## src/shared/csf_pkg.sv

```systemverilog
// shared constants for the cpu status flags register
package csf_pkg;

  // register width and flag bit positions, carry in the top bit
  localparam int unsigned FLAGS_W   = 8;
  localparam int unsigned BIT_C     = 7;
  localparam int unsigned BIT_Z     = 6;
  localparam int unsigned BIT_S     = 5;
  localparam int unsigned BIT_V     = 4;
  localparam int unsigned BIT_D     = 3;
  localparam int unsigned BIT_H     = 2;
  localparam int unsigned BIT_UF2   = 1;
  localparam int unsigned BIT_UF1   = 0;

  // status flags occupy the top six bits, user flags the bottom two
  localparam int unsigned STAT_W    = 6;
  localparam int unsigned STAT_LSB  = 2;
  localparam int unsigned USER_W    = 2;

  // reset value of the six status flags
  localparam logic [5:0]  STAT_RST  = 6'h00;

  // apb map, byte addresses of aligned words
  localparam int unsigned ADDR_W    = 8;
  localparam int unsigned DATA_W    = 32;
  localparam logic [7:0]  OFF_FLAGS = 8'h00;
  localparam logic [7:0]  OFF_SAVED = 8'h04;
  localparam logic [7:0]  OFF_CTRL  = 8'h08;

  // control register fields
  localparam int unsigned CTRL_HOLD = 0;
  localparam logic        CTRL_RST  = 1'b0;

  // jump conditions; only the four testable flags can be named
  typedef enum logic [2:0] {
    CSF_CC_NEVER  = 3'h0,
    CSF_CC_ALWAYS = 3'h1,
    CSF_CC_C      = 3'h2,
    CSF_CC_Z      = 3'h3,
    CSF_CC_S      = 3'h4,
    CSF_CC_V      = 3'h5
  } csf_cc_t;

endpackage : csf_pkg

```

## src/shared/csf_cond_if.sv

```systemverilog
`timescale 1ns/1ps
`default_nettype none
// carries the testable flags to the condition evaluator and the verdict back
interface csf_cond_if;
  logic [3:0]      tflags;   // c, z, s, v in that order from bit 3
  csf_pkg::csf_cc_t sel;     // condition asked for
  logic            inv;      // branch on the flag being clear
  logic            taken;    // verdict

  modport owner (output tflags, output sel, output inv, input taken);
  modport eval  (input tflags, input sel, input inv, output taken);
endinterface : csf_cond_if
`default_nettype wire

```

## src/verilog/csf_flags.sv

```systemverilog
`timescale 1ns/1ps
`default_nettype none
// Notes on behaviour
// - six status flags follow latest alu result while the hold bit is clear
// - carry, overflow, zero, sign feed jumps
// - half-carry and decimal flags never jump conditions
// - user flags change only by explicit writes or interrupt return
// - user flags never offered to jumps
// - reset clears status only, user flags kept
// - interrupt or trap entry pushes flags
// - interrupt return reloads flags from stack
module csf_flags (
  // clock and reset
  input  wire logic                clk_sys,
  input  wire logic                rstn,
  // apb slave
  input  wire logic                psel,
  input  wire logic                penable,
  input  wire logic                pwrite,
  input  wire logic [7:0]          paddr,
  input  wire logic [31:0]         pwdata,
  input  wire logic [3:0]          pstrb,
  output logic                     pready,
  output logic [31:0]              prdata,
  output logic                     pslverr,
  // datapath result flags
  input  wire logic                alu_upd,
  input  wire logic [5:0]          alu_mask,
  input  wire logic [5:0]          alu_flags,
  // explicit user flag writes
  input  wire logic                uf_wr,
  input  wire logic [1:0]          uf_mask,
  input  wire logic [1:0]          uf_val,
  // conditional jump evaluation
  input  wire csf_pkg::csf_cc_t    jmp_cc,
  input  wire logic                jmp_inv,
  output logic                     jmp_taken,
  // interrupt sequencer
  input  wire logic                entry_push,
  output logic                     push_valid,
  output logic [7:0]               push_data,
  input  wire logic                interrupt_return_op,
  input  wire logic [7:0]          pop_data,
  // current flags
  output logic [7:0]               flags
);

  // flag storage, status part reset, user part not
  logic [5:0]  stat_ff;        // c z s v d h
  logic [1:0]  user_ff;        // uf2 uf1
  logic [5:0]  nxt_stat;       // next status flags
  logic [1:0]  nxt_user;       // next user flags
  // register file state
  logic        hold_ff;        // blocks alu updates when set
  logic [7:0]  saved_ff;       // last value pushed
  logic        push_valid_ff;  // push strobe
  logic [7:0]  push_data_ff;   // pushed value
  logic [31:0] prdata_ff;      // read data
  // apb decode
  logic        acc;            // access phase
  logic        hit_flags;      // flags word addressed
  logic        hit_saved;      // saved word addressed
  logic        hit_ctrl;       // control word addressed
  logic        wr_flags;       // software loads flags
  logic        wr_ctrl;        // software writes control
  logic        bad;            // unmapped or read-only write
  logic [31:0] rd_mux;         // read value

  // the register as seen by everyone
  // bit order assembled
  assign flags = {stat_ff, user_ff};

  // apb access decode, zero wait states
  assign acc       = psel & penable;
  assign hit_flags = (paddr == csf_pkg::OFF_FLAGS);
  assign hit_saved = (paddr == csf_pkg::OFF_SAVED);
  assign hit_ctrl  = (paddr == csf_pkg::OFF_CTRL);
  assign wr_flags  = acc & pwrite & hit_flags & pstrb[0];
  assign wr_ctrl   = acc & pwrite & hit_ctrl & pstrb[0];
  // refused: unmapped word, or a write to the read-only saved word
  assign bad       = ~(hit_flags | hit_saved | hit_ctrl) | (pwrite & hit_saved);
  assign pready    = acc;
  assign pslverr   = acc & bad;
  assign prdata    = prdata_ff;

  // next status flags; return wins, then alu, then software load
  always_comb begin
    nxt_stat = stat_ff;
    if (interrupt_return_op) begin
      nxt_stat = pop_data[csf_pkg::BIT_C:csf_pkg::STAT_LSB];
    end else if (alu_upd && !hold_ff) begin
      nxt_stat = (stat_ff & ~alu_mask) | (alu_flags & alu_mask);
    end else if (wr_flags) begin
      // software load of the whole register
      nxt_stat = pwdata[csf_pkg::BIT_C:csf_pkg::STAT_LSB];
    end
  end

  // next user flags; alu results never reach them
  always_comb begin
    nxt_user = user_ff;
    if (interrupt_return_op) begin
      nxt_user = pop_data[csf_pkg::BIT_UF2:csf_pkg::BIT_UF1];
    end else if (uf_wr) begin
      nxt_user = (user_ff & ~uf_mask) | (uf_val & uf_mask);
    end else if (wr_flags) begin
      nxt_user = pwdata[csf_pkg::BIT_UF2:csf_pkg::BIT_UF1];
    end
  end

  // status flags, cleared by reset
  // status reset
  always_ff @(posedge clk_sys or negedge rstn) begin
    if (!rstn) begin
      stat_ff <= csf_pkg::STAT_RST;
    end else begin
      stat_ff <= nxt_stat;
    end
  end

  alu_update_a: assert property (@(posedge clk_sys) disable iff (!rstn)
    (alu_upd && !hold_ff && !interrupt_return_op)
      |=> ((stat_ff & $past(alu_mask)) == ($past(alu_flags) & $past(alu_mask)))
        && ((stat_ff & ~$past(alu_mask)) == ($past(stat_ff) & ~$past(alu_mask))))
    else $error("status flags missed alu update");

  hold_freeze_a: assert property (@(posedge clk_sys) disable iff (!rstn)
    hold_ff && !interrupt_return_op && !wr_flags |=> $stable(stat_ff))
    else $error("status flags moved while held");

  stat_reset_a: assert property (@(posedge clk_sys)
    !$past(rstn) && rstn |-> (stat_ff == csf_pkg::STAT_RST))
    else $error("status flags not reset");

  carry_pos_a: assert property (@(posedge clk_sys) disable iff (!rstn)
    alu_upd && !hold_ff && !interrupt_return_op
      && alu_mask[csf_pkg::BIT_C - csf_pkg::STAT_LSB]
      |=> flags[csf_pkg::BIT_C] == $past(alu_flags[csf_pkg::BIT_C - csf_pkg::STAT_LSB]))
    else $error("carry flag not in its bit");

  half_pos_a: assert property (@(posedge clk_sys) disable iff (!rstn)
    alu_upd && !hold_ff && !interrupt_return_op
      && alu_mask[csf_pkg::BIT_H - csf_pkg::STAT_LSB]
      |=> flags[csf_pkg::BIT_H] == $past(alu_flags[csf_pkg::BIT_H - csf_pkg::STAT_LSB]))
    else $error("half-carry flag not in its bit");

  // user flags, no reset, power-up value undefined
  // reset untouched
  always_ff @(posedge clk_sys) begin
    user_ff <= nxt_user;
  end

  user_keep_a: assert property (@(posedge clk_sys) disable iff (!rstn)
    !uf_wr && !interrupt_return_op && !wr_flags |=> $stable(user_ff))
    else $error("user flags changed without write");

  user_pos_a: assert property (@(posedge clk_sys) disable iff (!rstn)
    uf_wr && !interrupt_return_op && uf_mask[csf_pkg::BIT_UF2]
      |=> flags[csf_pkg::BIT_UF2] == $past(uf_val[csf_pkg::BIT_UF2]))
    else $error("user flag two not in its bit");

  return_load_a: assert property (@(posedge clk_sys) disable iff (!rstn)
    interrupt_return_op |=> (flags == $past(pop_data)))
    else $error("flags not restored on return");

  flags_write_a: assert property (@(posedge clk_sys) disable iff (!rstn)
    wr_flags && !interrupt_return_op && !uf_wr && !(alu_upd && !hold_ff)
      |=> flags == $past(pwdata[csf_pkg::FLAGS_W-1:0]))
    else $error("software load of flags lost");

  // push strobe and data one cycle after entry request
  // push current flags
  always_ff @(posedge clk_sys or negedge rstn) begin
    if (!rstn) begin
      push_valid_ff <= 1'b0;
      push_data_ff  <= 8'h00;
    end else begin
      push_valid_ff <= entry_push;
      if (entry_push) begin
        push_data_ff <= flags;
      end
    end
  end
  assign push_valid = push_valid_ff;
  assign push_data  = push_data_ff;

  entry_push_a: assert property (@(posedge clk_sys) disable iff (!rstn)
    entry_push |=> push_valid && (push_data == $past(flags)))
    else $error("pushed flags wrong");

  push_pulse_a: assert property (@(posedge clk_sys) disable iff (!rstn)
    !entry_push |=> !push_valid)
    else $error("push strobe without entry");

  // last pushed value, readable for debug
  always_ff @(posedge clk_sys or negedge rstn) begin
    if (!rstn) begin
      saved_ff <= 8'h00;
    end else if (entry_push) begin
      saved_ff <= flags;
    end
  end

  saved_ro_a: assert property (@(posedge clk_sys) disable iff (!rstn)
    acc && pwrite && hit_saved && !entry_push |-> pslverr ##1 $stable(saved_ff))
    else $error("saved word accepted a write");

  // control register: hold bit freezes alu updates
  always_ff @(posedge clk_sys or negedge rstn) begin
    if (!rstn) begin
      hold_ff <= csf_pkg::CTRL_RST;
    end else if (wr_ctrl) begin
      hold_ff <= pwdata[csf_pkg::CTRL_HOLD];
    end
  end

  // read multiplexer, upper bits zero
  always_comb begin
    rd_mux = 32'h0000_0000;
    if (hit_flags) begin
      rd_mux[csf_pkg::FLAGS_W-1:0] = flags;
    end else if (hit_saved) begin
      rd_mux[csf_pkg::FLAGS_W-1:0] = saved_ff;
    end else if (hit_ctrl) begin
      rd_mux[csf_pkg::CTRL_HOLD] = hold_ff;
    end
  end

  // read data registered in the setup cycle
  always_ff @(posedge clk_sys or negedge rstn) begin
    if (!rstn) begin
      prdata_ff <= 32'h0000_0000;
    end else if (psel && !penable && !pwrite) begin
      prdata_ff <= rd_mux;
    end
  end

  // condition evaluator link
  csf_cond_if cif ();

  assign cif.tflags = {stat_ff[csf_pkg::BIT_C - csf_pkg::STAT_LSB],
                       stat_ff[csf_pkg::BIT_Z - csf_pkg::STAT_LSB],
                       stat_ff[csf_pkg::BIT_S - csf_pkg::STAT_LSB],
                       stat_ff[csf_pkg::BIT_V - csf_pkg::STAT_LSB]};
  assign cif.sel    = jmp_cc;
  assign cif.inv    = jmp_inv;
  assign jmp_taken  = cif.taken;

  carry_jump_a: assert property (@(posedge clk_sys) disable iff (!rstn)
    (jmp_cc == csf_pkg::CSF_CC_C) |-> (jmp_taken == (flags[csf_pkg::BIT_C] ^ jmp_inv)))
    else $error("carry jump verdict wrong");

  zero_jump_a: assert property (@(posedge clk_sys) disable iff (!rstn)
    (jmp_cc == csf_pkg::CSF_CC_Z) |-> (jmp_taken == (flags[csf_pkg::BIT_Z] ^ jmp_inv)))
    else $error("zero jump verdict wrong");

  sign_jump_a: assert property (@(posedge clk_sys) disable iff (!rstn)
    (jmp_cc == csf_pkg::CSF_CC_S) |-> (jmp_taken == (flags[csf_pkg::BIT_S] ^ jmp_inv)))
    else $error("sign jump verdict wrong");

  ovf_jump_a: assert property (@(posedge clk_sys) disable iff (!rstn)
    (jmp_cc == csf_pkg::CSF_CC_V) |-> (jmp_taken == (flags[csf_pkg::BIT_V] ^ jmp_inv)))
    else $error("overflow jump verdict wrong");

  bcd_nojump_a: assert property (@(posedge clk_sys) disable iff (!rstn)
    $changed(flags[csf_pkg::BIT_D:csf_pkg::BIT_H])
      && $stable(flags[csf_pkg::BIT_C:csf_pkg::BIT_V])
      && $stable(jmp_cc) && $stable(jmp_inv) |-> $stable(jmp_taken))
    else $error("decimal flag altered jump verdict");

  user_nojump_a: assert property (@(posedge clk_sys) disable iff (!rstn)
    $changed(user_ff) && $stable(flags[csf_pkg::BIT_C:csf_pkg::BIT_H])
      && $stable(jmp_cc) && $stable(jmp_inv) |-> $stable(jmp_taken))
    else $error("user flag altered jump verdict");

  // evaluator instance
  csf_cond_eval u_eval (
    .cif (cif.eval)
  );

endmodule : csf_flags
`default_nettype wire

```

## src/verilog/csf_cond_eval.sv

```systemverilog
`timescale 1ns/1ps
`default_nettype none
// combinational condition evaluator for conditional jumps
module csf_cond_eval (
  // flags in, verdict out
  csf_cond_if.eval cif
);

  // raw selection before polarity
  logic raw;

  // pick one of the four testable flags; nothing else can be reached
  always_comb begin
    case (cif.sel)
      csf_pkg::CSF_CC_NEVER:  raw = 1'b0;
      csf_pkg::CSF_CC_ALWAYS: raw = 1'b1;
      csf_pkg::CSF_CC_C:      raw = cif.tflags[3];
      csf_pkg::CSF_CC_Z:      raw = cif.tflags[2];
      csf_pkg::CSF_CC_S:      raw = cif.tflags[1];
      csf_pkg::CSF_CC_V:      raw = cif.tflags[0];
      default:                raw = 1'b0;
    endcase
  end

  // polarity flips the verdict
  assign cif.taken = raw ^ cif.inv;

endmodule : csf_cond_eval
`default_nettype wire

```

## config.mk

```make
export PLATFORM = sky130hd
export DESIGN_NAME = csf_flags
export DESIGN_NICKNAME = d
export VERILOG_FILES = /design/src/shared/csf_pkg.sv /design/src/shared/csf_cond_if.sv /design/src/verilog/csf_flags.sv /design/src/verilog/csf_cond_eval.sv
export SDC_FILE = /design/constraint.sdc
export NUM_CORES = 1
export LEC_CHECK = 0
export ABC_AREA = 1
export BUFFER_PORTS_ARGS = -buffer_cell sky130_fd_sc_hd__buf_2
export CORE_MARGIN = 2
export CORE_UTILIZATION = 44
export DETAILED_ROUTE_END_ITERATION = 10
export PLACE_DENSITY_LB_ADDON = 0.05
export SYNTH_ARGS = -nofsm -noshare
export SYNTH_HDL_FRONTEND = slang
export SYNTH_HIERARCHICAL = 1
export SYNTH_SLANG_ARGS = --single-unit
export TNS_END_PERCENT = 1
```

## constraint.sdc

```tcl
create_clock -name clk_sys -period 2 [get_ports clk_sys]
set_input_delay 0.3 -clock clk_sys [delete_from_list [all_inputs] [get_ports clk_sys]]
set_output_delay 0.3 -clock clk_sys [all_outputs]
set_load 0.01 [all_outputs]
```

==> impl_metrics.csv, run 1 <==
group,metric,value,unit
setup_path,cp_top_family,"flip-flops",
setup_path,rrSetupSlack,0.78,ns
route,antenna_left,0,
setup_path,r2r_start,"hold_ff$_DFFE_PN0P_",
layout,num-nets-final,419,
setup_path,critical_path.cell_chain,"inv_1, nand2_1, nand2_1, nand2_1, nand2_1, nand2_1, nand2_1, nand2_1, buf_2",
setup_path,critical_path_required,1.70,ns
sta,whs,-0.00372,ns
sta,tightestPinTransition,0.630,ns
clock_tree,insertion_delay,0.27,ns
floorplanning,die_y,68.2,um
global_routing,overflow,0,
placed_design,dp_cells,383,
floorplanning,die_area,4660,um2
layout,fin_cells,387,
clock_tree,cts_tree,"done",
clock_tree,htreeDepth,1,
global_routing,grt_pass1_vias,1378,
outcome,violations,"hold timing",
route,vias,1670,
global_routing,grtUsageTotal,16.9,%
placed_design,gp_congestion,0.719,
sta,slew_headroom,57.9,%
global_routing,grt_start_max_net_pins,25,
synthesis,synthCells,258,
clock_tree,clock-sinks,26,
placed_design,port_buffers,81,
layout,fillers,423,
synthesis,yosys_warnings,6,
sta,timing.setup.tns,0,ns
route,wl_per_cell,9.91,um
sta,clock_skew,0.00292,ns
sta,hold_viol_final,2,
global_routing,grt_pass1_wl,6.04,mm
power,leakage,0.00132,uW
setup_path,end_kind,"output pin",
sta,finalCritPeriodShare,78.3,%
route,dr.pass1.iters,4,
floorplanning,dieWidth,68.2,um
sta,period_minus_slack,1.57,ns
job,max_cap_violations,0,
clock_tree,postCtsSetupBuffers,0,
sta,clock.fmax,639,MHz
clock_tree,cts_made_buffers,3,
sta,drv_slew,0,
synthesis,syn_area_per_cell,7.04,um2
clock_tree,hold_buffers,0,
power,p_per_area,607,nW/um2
clock_tree,cts.clk_slew.worst_paths,0.09,ns
sta,fin_ws,0.434,ns
hold_path,min_path_type,"input pin to async pin",
layout,diodes,0,
floorplanning,ios,133,
setup_path,critPathMaxFanout,5,
synthesis,synth.distinct_cells,23,
setup_path,max_stage_delay,0.44,ns
clock_tree,post_cts_resized,0,
clock_tree,cts_buffer_depth,2,
floorplanning,start_util,45.7,%
setup_path,cp_data_arrival_time,1.27,ns
outcome,status,"finished, violations left",
setup_path,path_buf_inv,2,
setup_path,cp.depth,9,
floorplanning,core,3970,um2
floorplanning,num_rows,23,
route,vias_per_cell,4.32,
setup_path,worstSetupStartpointType,"flip-flop",
synthesis,syn_area,1820,um2
synthesis,seq_area_frac_synth,36.4,%
placed_design,hpwl,3.10,mm
placed_design,dp_slack,0.456,ns
route,drcViolationCount,0,
power,vdd_ir_drop_max,246,uV
route,routed_wl,3.83,mm
setup_path,crit_type,"flip-flop to output pin",
setup_path,crit_path_frequent_cell,"nand2_1",
sta,setup_viol,0,
layout,area_growth,22.0,%
sta,rsz0062_at_grt,"no",
setup_path,cp_slowest_cell,"dfrtp_1",
layout,drive_above_1_share,31.5,%
global_routing,antenna_found_initial,0,
synthesis,synth_seq_cells,26,
setup_path,worstRegToRegCells,7,
clock_tree,cts_root_buf,"clkbuf_8",
route,drt_iter0_drc,91,
## worst register-to-register path: stages (launching register included)
cell	delay (ns)
dfrtp_1	0.40
inv_2	0.08
nand2_4	0.08
nor2_1	0.28
nand2_1	0.09
nand3_1	0.09
nand3_1	0.08
nand2_1	0.07
## metal layers
| layer | vias up | global-route usage, % | part of all wire (%) |
|---|---|---|---|
| li1 | 911 | - | - |
| met1 | 696 | 23.0 | 45 |
| met2 | 58 | 27.5 | 47 |
| met3 | 5 | 1.81 | 6.7 |
| met4 | 0 | 6.75 | 1.4 |
| met5 | - | 0 | 0 |
## power by group
part           internal [uW]  switching [uW]  total [uW]
logic                    158             199         357
clock network            176             163         339
registers                598            48.6         647
## Yosys cell counts
library cell,count,area [um2]
edfxtp_1,2,60.1
nand2_4,1,11.3
nand2_2,4,25.0
nand3_2,1,10.0
a21oi_1,11,55.1
nor2_2,4,25.0
nand3_1,26,130
inv_2,2,7.51
nor2_4,1,11.3
o21ai_0,1,5.00
buf_2,3,15.0
nand3b_1,2,15.0
nand2_1,86,323
a21boi_1,7,52.6
mux2_2,7,78.8
conb_1,1,3.75
buf_4,25,188
nor2_1,16,60.1
inv_1,29,109
dfrtp_1,24,601
clkbuf_1,1,3.75
nor3_1,3,15.0
buf_6,1,11.3
## cell usage in the layout, fill, tap and decap left out
cell type	synthesis	layout
buf_4	25	1
conb_1	1	24
nand2_1	86	86
o21ai_0	1	1
inv_2	2	2
nor3_1	3	3
buf_2	3	81
a21oi_1	11	11
mux2_2	7	7
nor2_1	16	16
dfrtp_1	24	24
a21boi_1	7	7
nand3_2	1	1
nand2_2	4	4
nand2_4	1	1
nor2_4	1	1
nand3_1	26	26
nor2_2	4	4
inv_1	29	29
nand3b_1	2	2
edfxtp_1	2	2
clkbuf_8	0	4
## stage by stage
stage | cell area [um2] | power, uW | util [%]
after floorplan | 1900 | 887 | -
after global placement | 2160 | 1010 | 54.4
after detailed placement | 2160 | 1020 | 54.4
after CTS | 2210 | 1360 | 55.8
after global routing | 2210 | 1430 | 55.8
final | 2210 | 1340 | 55.8
## worst max path at each step
stage | endpoint | from | slack [ns]
CTS | jmp_taken | flip-flop | 0.42
global placement | flip-flop | paddr[7] | 0.50
floorplan | pslverr | paddr[7] | 0.76
detailed placement | flip-flop | paddr[7] | 0.46
global route | jmp_taken | flip-flop | 0.26
finish | jmp_taken | flip-flop | 0.43
## cells by family after synthesis
group | after synthesis | synth area share [%]
AND/OR/NAND/NOR | 144 | 34.5
buffers and inverters | 61 | 18.4
multiplexers | 7 | 4.34
flip-flops | 26 | 36.4
AO/OA/AOI/OAI | 19 | 6.20
other | 1 | 0.207
## area by class of cell
cell class / count / area [um2] / area share [%]
inverters: 31 / 116 / 5.25
clock buffers: 4 / 55.1 / 2.49
repair buffers: 82 / 413 / 18.6
flip-flops and latches: 26 / 661 / 29.8
multi-input cells: 194 / 907 / 41.0
well taps: 50 / 62.6 / 2.82
Note: power is estimated with default switching activity, not from simulation.
==> run 2: changes to the inputs <==
Settings changed: CORE_UTILIZATION 44 to 41.
Clock period 2 ns to 1.5 ns, I/O delays scaled along.
==> run 2 against run 1 <==
Compared with the run above: the flow now finishes without violations; hold slack gained 0.21 ns; clock-buffer cell count is the same; clock power grew 31%; global-route usage shrank 1.1 points; wire length shrank 0.76%; die area grew 6.9%; largest power group unchanged.
==> impl_metrics.csv, run 2 (same netlist as run 1, synthesis figures left out) <==
group,metric,value,unit
sta,tightestPinTransition,0.531,ns
setup_path,critPathMaxFanout,5,
route,wl_per_cell,9.68,um
power,swShare,30.2,%
setup_path,cp_data_arrival_time,1.19,ns
placed_design,postPlaceCellArea,2180,um2
clock_tree,cts_made_buffers,3,
setup_path,end_kind,"output pin",
route,vias_per_cell,4.33,
route,dr.pass1.iters,4,
layout,layout_commonest_cell,"nand2_1",
power,comb_power_share,26.9,%
floorplanning,ios,133,
route,routed_wl,3.81,mm
floorplanning,core,4320,um2
power,switching_power,540,uW
power,power.internal,1250,uW
sta,slew_headroom,64.6,%
route,drcViolationCount,0,
setup_path,crit_type,"flip-flop to output pin",
global_routing,grt_pass1_vias,1516,
hold_path,min_path_type,"input pin to flip-flop",
floorplanning,num_rows,24,
sta,period_minus_slack,1.41,ns
sta,setup_viol,0,
global_routing,grt_start_max_net_pins,25,
placed_design,gp_congestion,0.762,
sta,clock.fmax,707,MHz
layout,design_area,2250,um2
route,antenna_left,0,
global_routing,grtUsageTotal,15.8,%
sta,rsz0062_at_grt,"yes",
outcome,status,"finished, final reports clean",
setup_path,crit_path_frequent_cell,"nand2_1",
sta,timing.setup.tns,0,ns
clock_tree,insertion_delay,0.26,ns
setup_path,max_stage_delay,0.45,ns
floorplanning,die_y,70.5,um
layout,mostFrequentLayoutCells,"nand2_1, buf_2, inv_1",
placed_design,hpwl,3.03,mm
clock_tree,cts_tree,"done",
job,max_cap_violations,0,
layout,area_growth,24.0,%
setup_path,critical_path_required,1.27,ns
floorplanning,die_area,4980,um2
power,p_per_area,796,nW/um2
floorplanning,start_util,42.0,%
power,vdd_ir_drop_max,346,uV
layout,drive_above_1_share,32.3,%
global_routing,grt_pass1_wl,6.53,mm
layout,regArea,662,um2
power,p_seq_share,48.3,%
route,drt_iter0_drc,60,
power,clkPwrFrac,24.8,%
sta,clock_skew,0.00278,ns
setup_path,critical_path.cell_chain,"nand2_1, nand2_1, nand3_2, nand2_1, nand2_1, nand2_1, buf_2",
layout,diodes,0,
floorplanning,dieWidth,70.5,um
clock_tree,clock-sinks,26,
global_routing,overflow,0,
layout,num-nets-final,423,
layout,fillers,454,
clock_tree,cts_buffer_depth,2,
sta,finalCritPeriodShare,94.3,%
route,vias,1700,
placed_design,port_buffers,81,
clock_tree,htreeDepth,1,
layout,multi_input_area,907,um2
clock_tree,cts.clk_slew.worst_paths,0.09,ns
sta,drv_slew,0,
power,leakage,0.00134,uW
global_routing,antenna_found_initial,0,
setup_path,worstSetupStartpointType,"flip-flop",
setup_path,cp_slowest_cell,"dfrtp_2",
clock_tree,cts_root_buf,"clkbuf_8",
sta,hold_viol_final,0,
[run 2: cell count changes in the layout (fill, tap and decap cells not counted)]
cell           delta
dfrtp_1           -1
dfrtp_2           +1
buf_4             +3
dlygate4sd3_1     +1
[run 2: layout make-up]
cell class	count	area share, %
tap	52	2.89
multi-input combinational	194	40.3
timing repair buffer	86	19.8
inverter	31	5.17
sequential	26	29.4
clock buffer	4	2.45
[run 2: worst paths after layout]
kind / startpoint / to / slack [ns] / cells past startpoint
max: flip-flop / jmp_taken / 0.09 / 7
min: entry_push / push_valid$_DFF_PN0_ / 0.21 / 1
max reg2reg: hold_ff$_DFFE_PN0P_ / flip-flop / 0.25 / 7
min reg2reg: prdata[0]$_DFFE_PN0P_ / prdata[0]$_DFFE_PN0P_ / 0.49 / 2
max in group asynchronous: rstn / async pin / 0.65 / 2
min in group asynchronous: rstn / prdata[0]$_DFFE_PN0P_ / 0.46 / 2
[run 2: layer usage]
metal / track usage [%] / routed length (um) / share of wire, %
met5: 0 / 0 / 0
met4: 4.19 / 0 / 0
met3: 2.71 / 288 / 7.6
met2: 25.4 / 1670 / 44
met1: 22.5 / 1850 / 49
[run 2: what timing repair did]
item                       in CTS  in global routing
hold buffers                    1                  0
setup endpoints to repair       1                  1
resized for setup               0                  1
hold endpoints to repair       24                  0
setup buffers                   1                  0
[run 2: critical path, delay by kind of cell (launching register included)]
kind,cells,cell delay (ns)
AND/OR/NAND/NOR,6,0.36
buffers and inverters,1,0.13
flip-flops,1,0.45
[run 2: metrics by stage]
stage	util, %	power, uW	instances	worst slack [ns]	hold slack, ns
2_1_floorplan	-	1180	281	0.406	-0.0706
3_3_place_gp	50.3	1350	387	0.254	0.234
3_5_place_dp	50.3	1360	387	0.248	0.230
4_1_cts	52.0	1810	393	0.0525	0.199
5_1_grt	52.1	1910	393	-0.0554	0.203
6_report	52.1	1790	393	0.0852	0.205
[run 2: power by group through the flow]
stage | sequential (uW) | clock (uW) | combinational [uW]
after floorplan | 913 | 0 | 270
after global placement | 879 | 0 | 474
after detailed placement | 881 | 0 | 476
after CTS | 864 | 455 | 487
after global routing | 880 | 482 | 550
final | 864 | 445 | 482
==> run 3: changes to the inputs <==
Settings changed: CORE_UTILIZATION 41 to 40.
==> run 3 against run 2 <==
Compared with the run above: wire length is 1.3% higher; clock-buffer cell count stayed put; global-route usage is 0.27 points lower; core utilization hardly changed; hold slack worse by 0.0059 ns; sequential cell count stayed put; non-clock buffer count is 2 higher; design area is 0.61% higher; largest cell class unchanged.
==> impl_metrics.csv, run 3 (same netlist as run 1, synthesis figures left out) <==
group,metric,value,unit
outcome,status,"finished, final reports clean",
clock_tree,cts_buffer_depth,2,
floorplanning,ios,133,
sta,whs,0.199,ns
layout,num-nets-final,425,
route,dr.pass1.iters,4,
power,power.internal,1260,uW
layout,fin_cells,395,
floorplanning,num_rows,24,
clock_tree,clock-sinks,26,
power,p_seq_share,48.1,%
power,vdd_ir_drop_max,361,uV
floorplanning,die_area,5090,um2
clock_tree,cts_made_buffers,3,
sta,rsz0062_at_grt,"yes",
job,max_cap_violations,0,
global_routing,grt_pass1_vias,1552,
setup_path,end_kind,"output pin",
route,wl_per_cell,9.75,um
floorplanning,start_util,41.7,%
global_routing,grtUsageTotal,15.6,%
setup_path,worstSetupStartpointType,"flip-flop",
global_routing,grt_start_max_net_pins,25,
setup_path,critPathMaxFanout,4,
layout,fin_util,52.0,%
layout,fillers,455,
sta,slew_headroom,65.1,%
sta,period_minus_slack,1.46,ns
power,switching_power,542,uW
placed_design,dp_slack,0.259,ns
sta,clock.fmax,685,MHz
placed_design,gp_congestion,0.774,
sta,hold_viol_final,0,
layout,drive_above_1_share,32.4,%
sta,finalCritPeriodShare,97.3,%
sta,fin_ws,0.0398,ns
layout,diodes,0,
layout,multi_input_area,907,um2
power,clkPwrFrac,24.7,%
clock_tree,post_cts_resized,0,
route,drcViolationCount,0,
power,p_per_area,794,nW/um2
global_routing,grt_pass1_wl,6.52,mm
power,swShare,30.1,%
layout,mostFrequentLayoutCells,"nand2_1, buf_2, inv_1",
clock_tree,insertion_delay,0.26,ns
placed_design,hpwl,3.10,mm
route,vias,1727,
layout,area_growth,24.7,%
sta,drv_slew,0,
route,routed_wl,3.85,mm
floorplanning,dieWidth,71.4,um
route,vias_per_cell,4.37,
route,antenna_left,0,
global_routing,antenna_found_initial,0,
global_routing,overflow,0,
hold_path,min_path_type,"input pin to flip-flop",
setup_path,cp_data_arrival_time,1.24,ns
placed_design,dp_cells,387,
layout,design_area,2260,um2
power,comb_power_share,27.2,%
floorplanning,core,4350,um2
clock_tree,cts_root_buf,"clkbuf_8",
power,leakage,0.00135,uW
sta,tightestPinTransition,0.523,ns
clock_tree,htreeDepth,1,
placed_design,port_buffers,81,
layout,layout_commonest_cell,"nand2_1",
sta,clock_skew,0.00125,ns
sta,setup_viol,0,
route,drt_iter0_drc,89,
setup_path,critical_path_required,1.27,ns
layout,regArea,661,um2
clock_tree,cts_tree,"done",
placed_design,postPlaceCellArea,2180,um2
floorplanning,die_y,71.4,um
clock_tree,cts.clk_slew.worst_paths,0.09,ns
setup_path,crit_type,"flip-flop to output pin",
## run 3: cell count changes in the layout (fill, tap and decap cells not counted)
cell and delta:
dfrtp_1 +1, buf_4 +2, dfrtp_2 -1
## run 3: worst paths after layout
kind | start | endpoint | slack [ns] | cells past startpoint
max | flip-flop | jmp_taken | 0.04 | 9
min | pwdata[0] | hold_ff$_DFFE_PN0P_ | 0.20 | 3
max reg2reg | hold_ff$_DFFE_PN0P_ | flip-flop | 0.27 | 7
min in group asynchronous | rstn | prdata[1]$_DFFE_PN0P_ | 0.47 | 2
min reg2reg | prdata[0]$_DFFE_PN0P_ | prdata[0]$_DFFE_PN0P_ | 0.48 | 2
max in group asynchronous | rstn | saved_ff[5]$_DFFE_PN0P_ | 0.68 | 2
## run 3: stage by stage
step	TNS (ns)	total power (uW)
2_1_floorplan	0	1180
3_3_place_gp	0	1350
3_5_place_dp	0	1360
4_1_cts	0	1810
5_1_grt	-0.0818	1930
6_report	0	1800
## run 3: final cells by class
type / count / area share, %
inverter: 31 / 5.14
timing repair buffer: 88 / 20.3
clock buffer: 4 / 2.43
multi-input combinational: 194 / 40.1
tap: 52 / 2.87
sequential: 26 / 29.2
## run 3: power groups by stage
| stage | Combinational (uW) | Clock, uW | Sequential [uW] |
|---|---|---|---|
| finish | 489 | 444 | 865 |
| global route | 556 | 489 | 881 |
| CTS | 482 | 464 | 866 |
| detailed placement | 478 | 0 | 880 |
| global placement | 474 | 0 | 880 |
| floorplan | 270 | 0 | 913 |
## run 3: repair_timing
action,in CTS,in global routing
hold buffers,1,0
setup endpoints to repair,0,1
setup buffers,0,3
hold endpoints to repair,24,0
## run 3: worst max-delay path, stage by stage (launching register included)
cell and delay [ns]:
dfrtp_1 0.42, inv_1 0.06, nand2_1 0.04, nand2_1 0.05, nand2_1 0.05, nand2_1 0.07
nand2_1 0.05, nand2_1 0.05, nand2_1 0.04, buf_2 0.13
## run 3: routing by layer
metal	up-vias	routed length [um]	GRT usage [%]	share of wire (%)
met1	733	1800	20.7	47
met3	2	290	2.11	7.5
met5	-	0	0	0
met4	0	21	3.98	0.55
li1	922	-	-	-
met2	70	1740	26.7	45
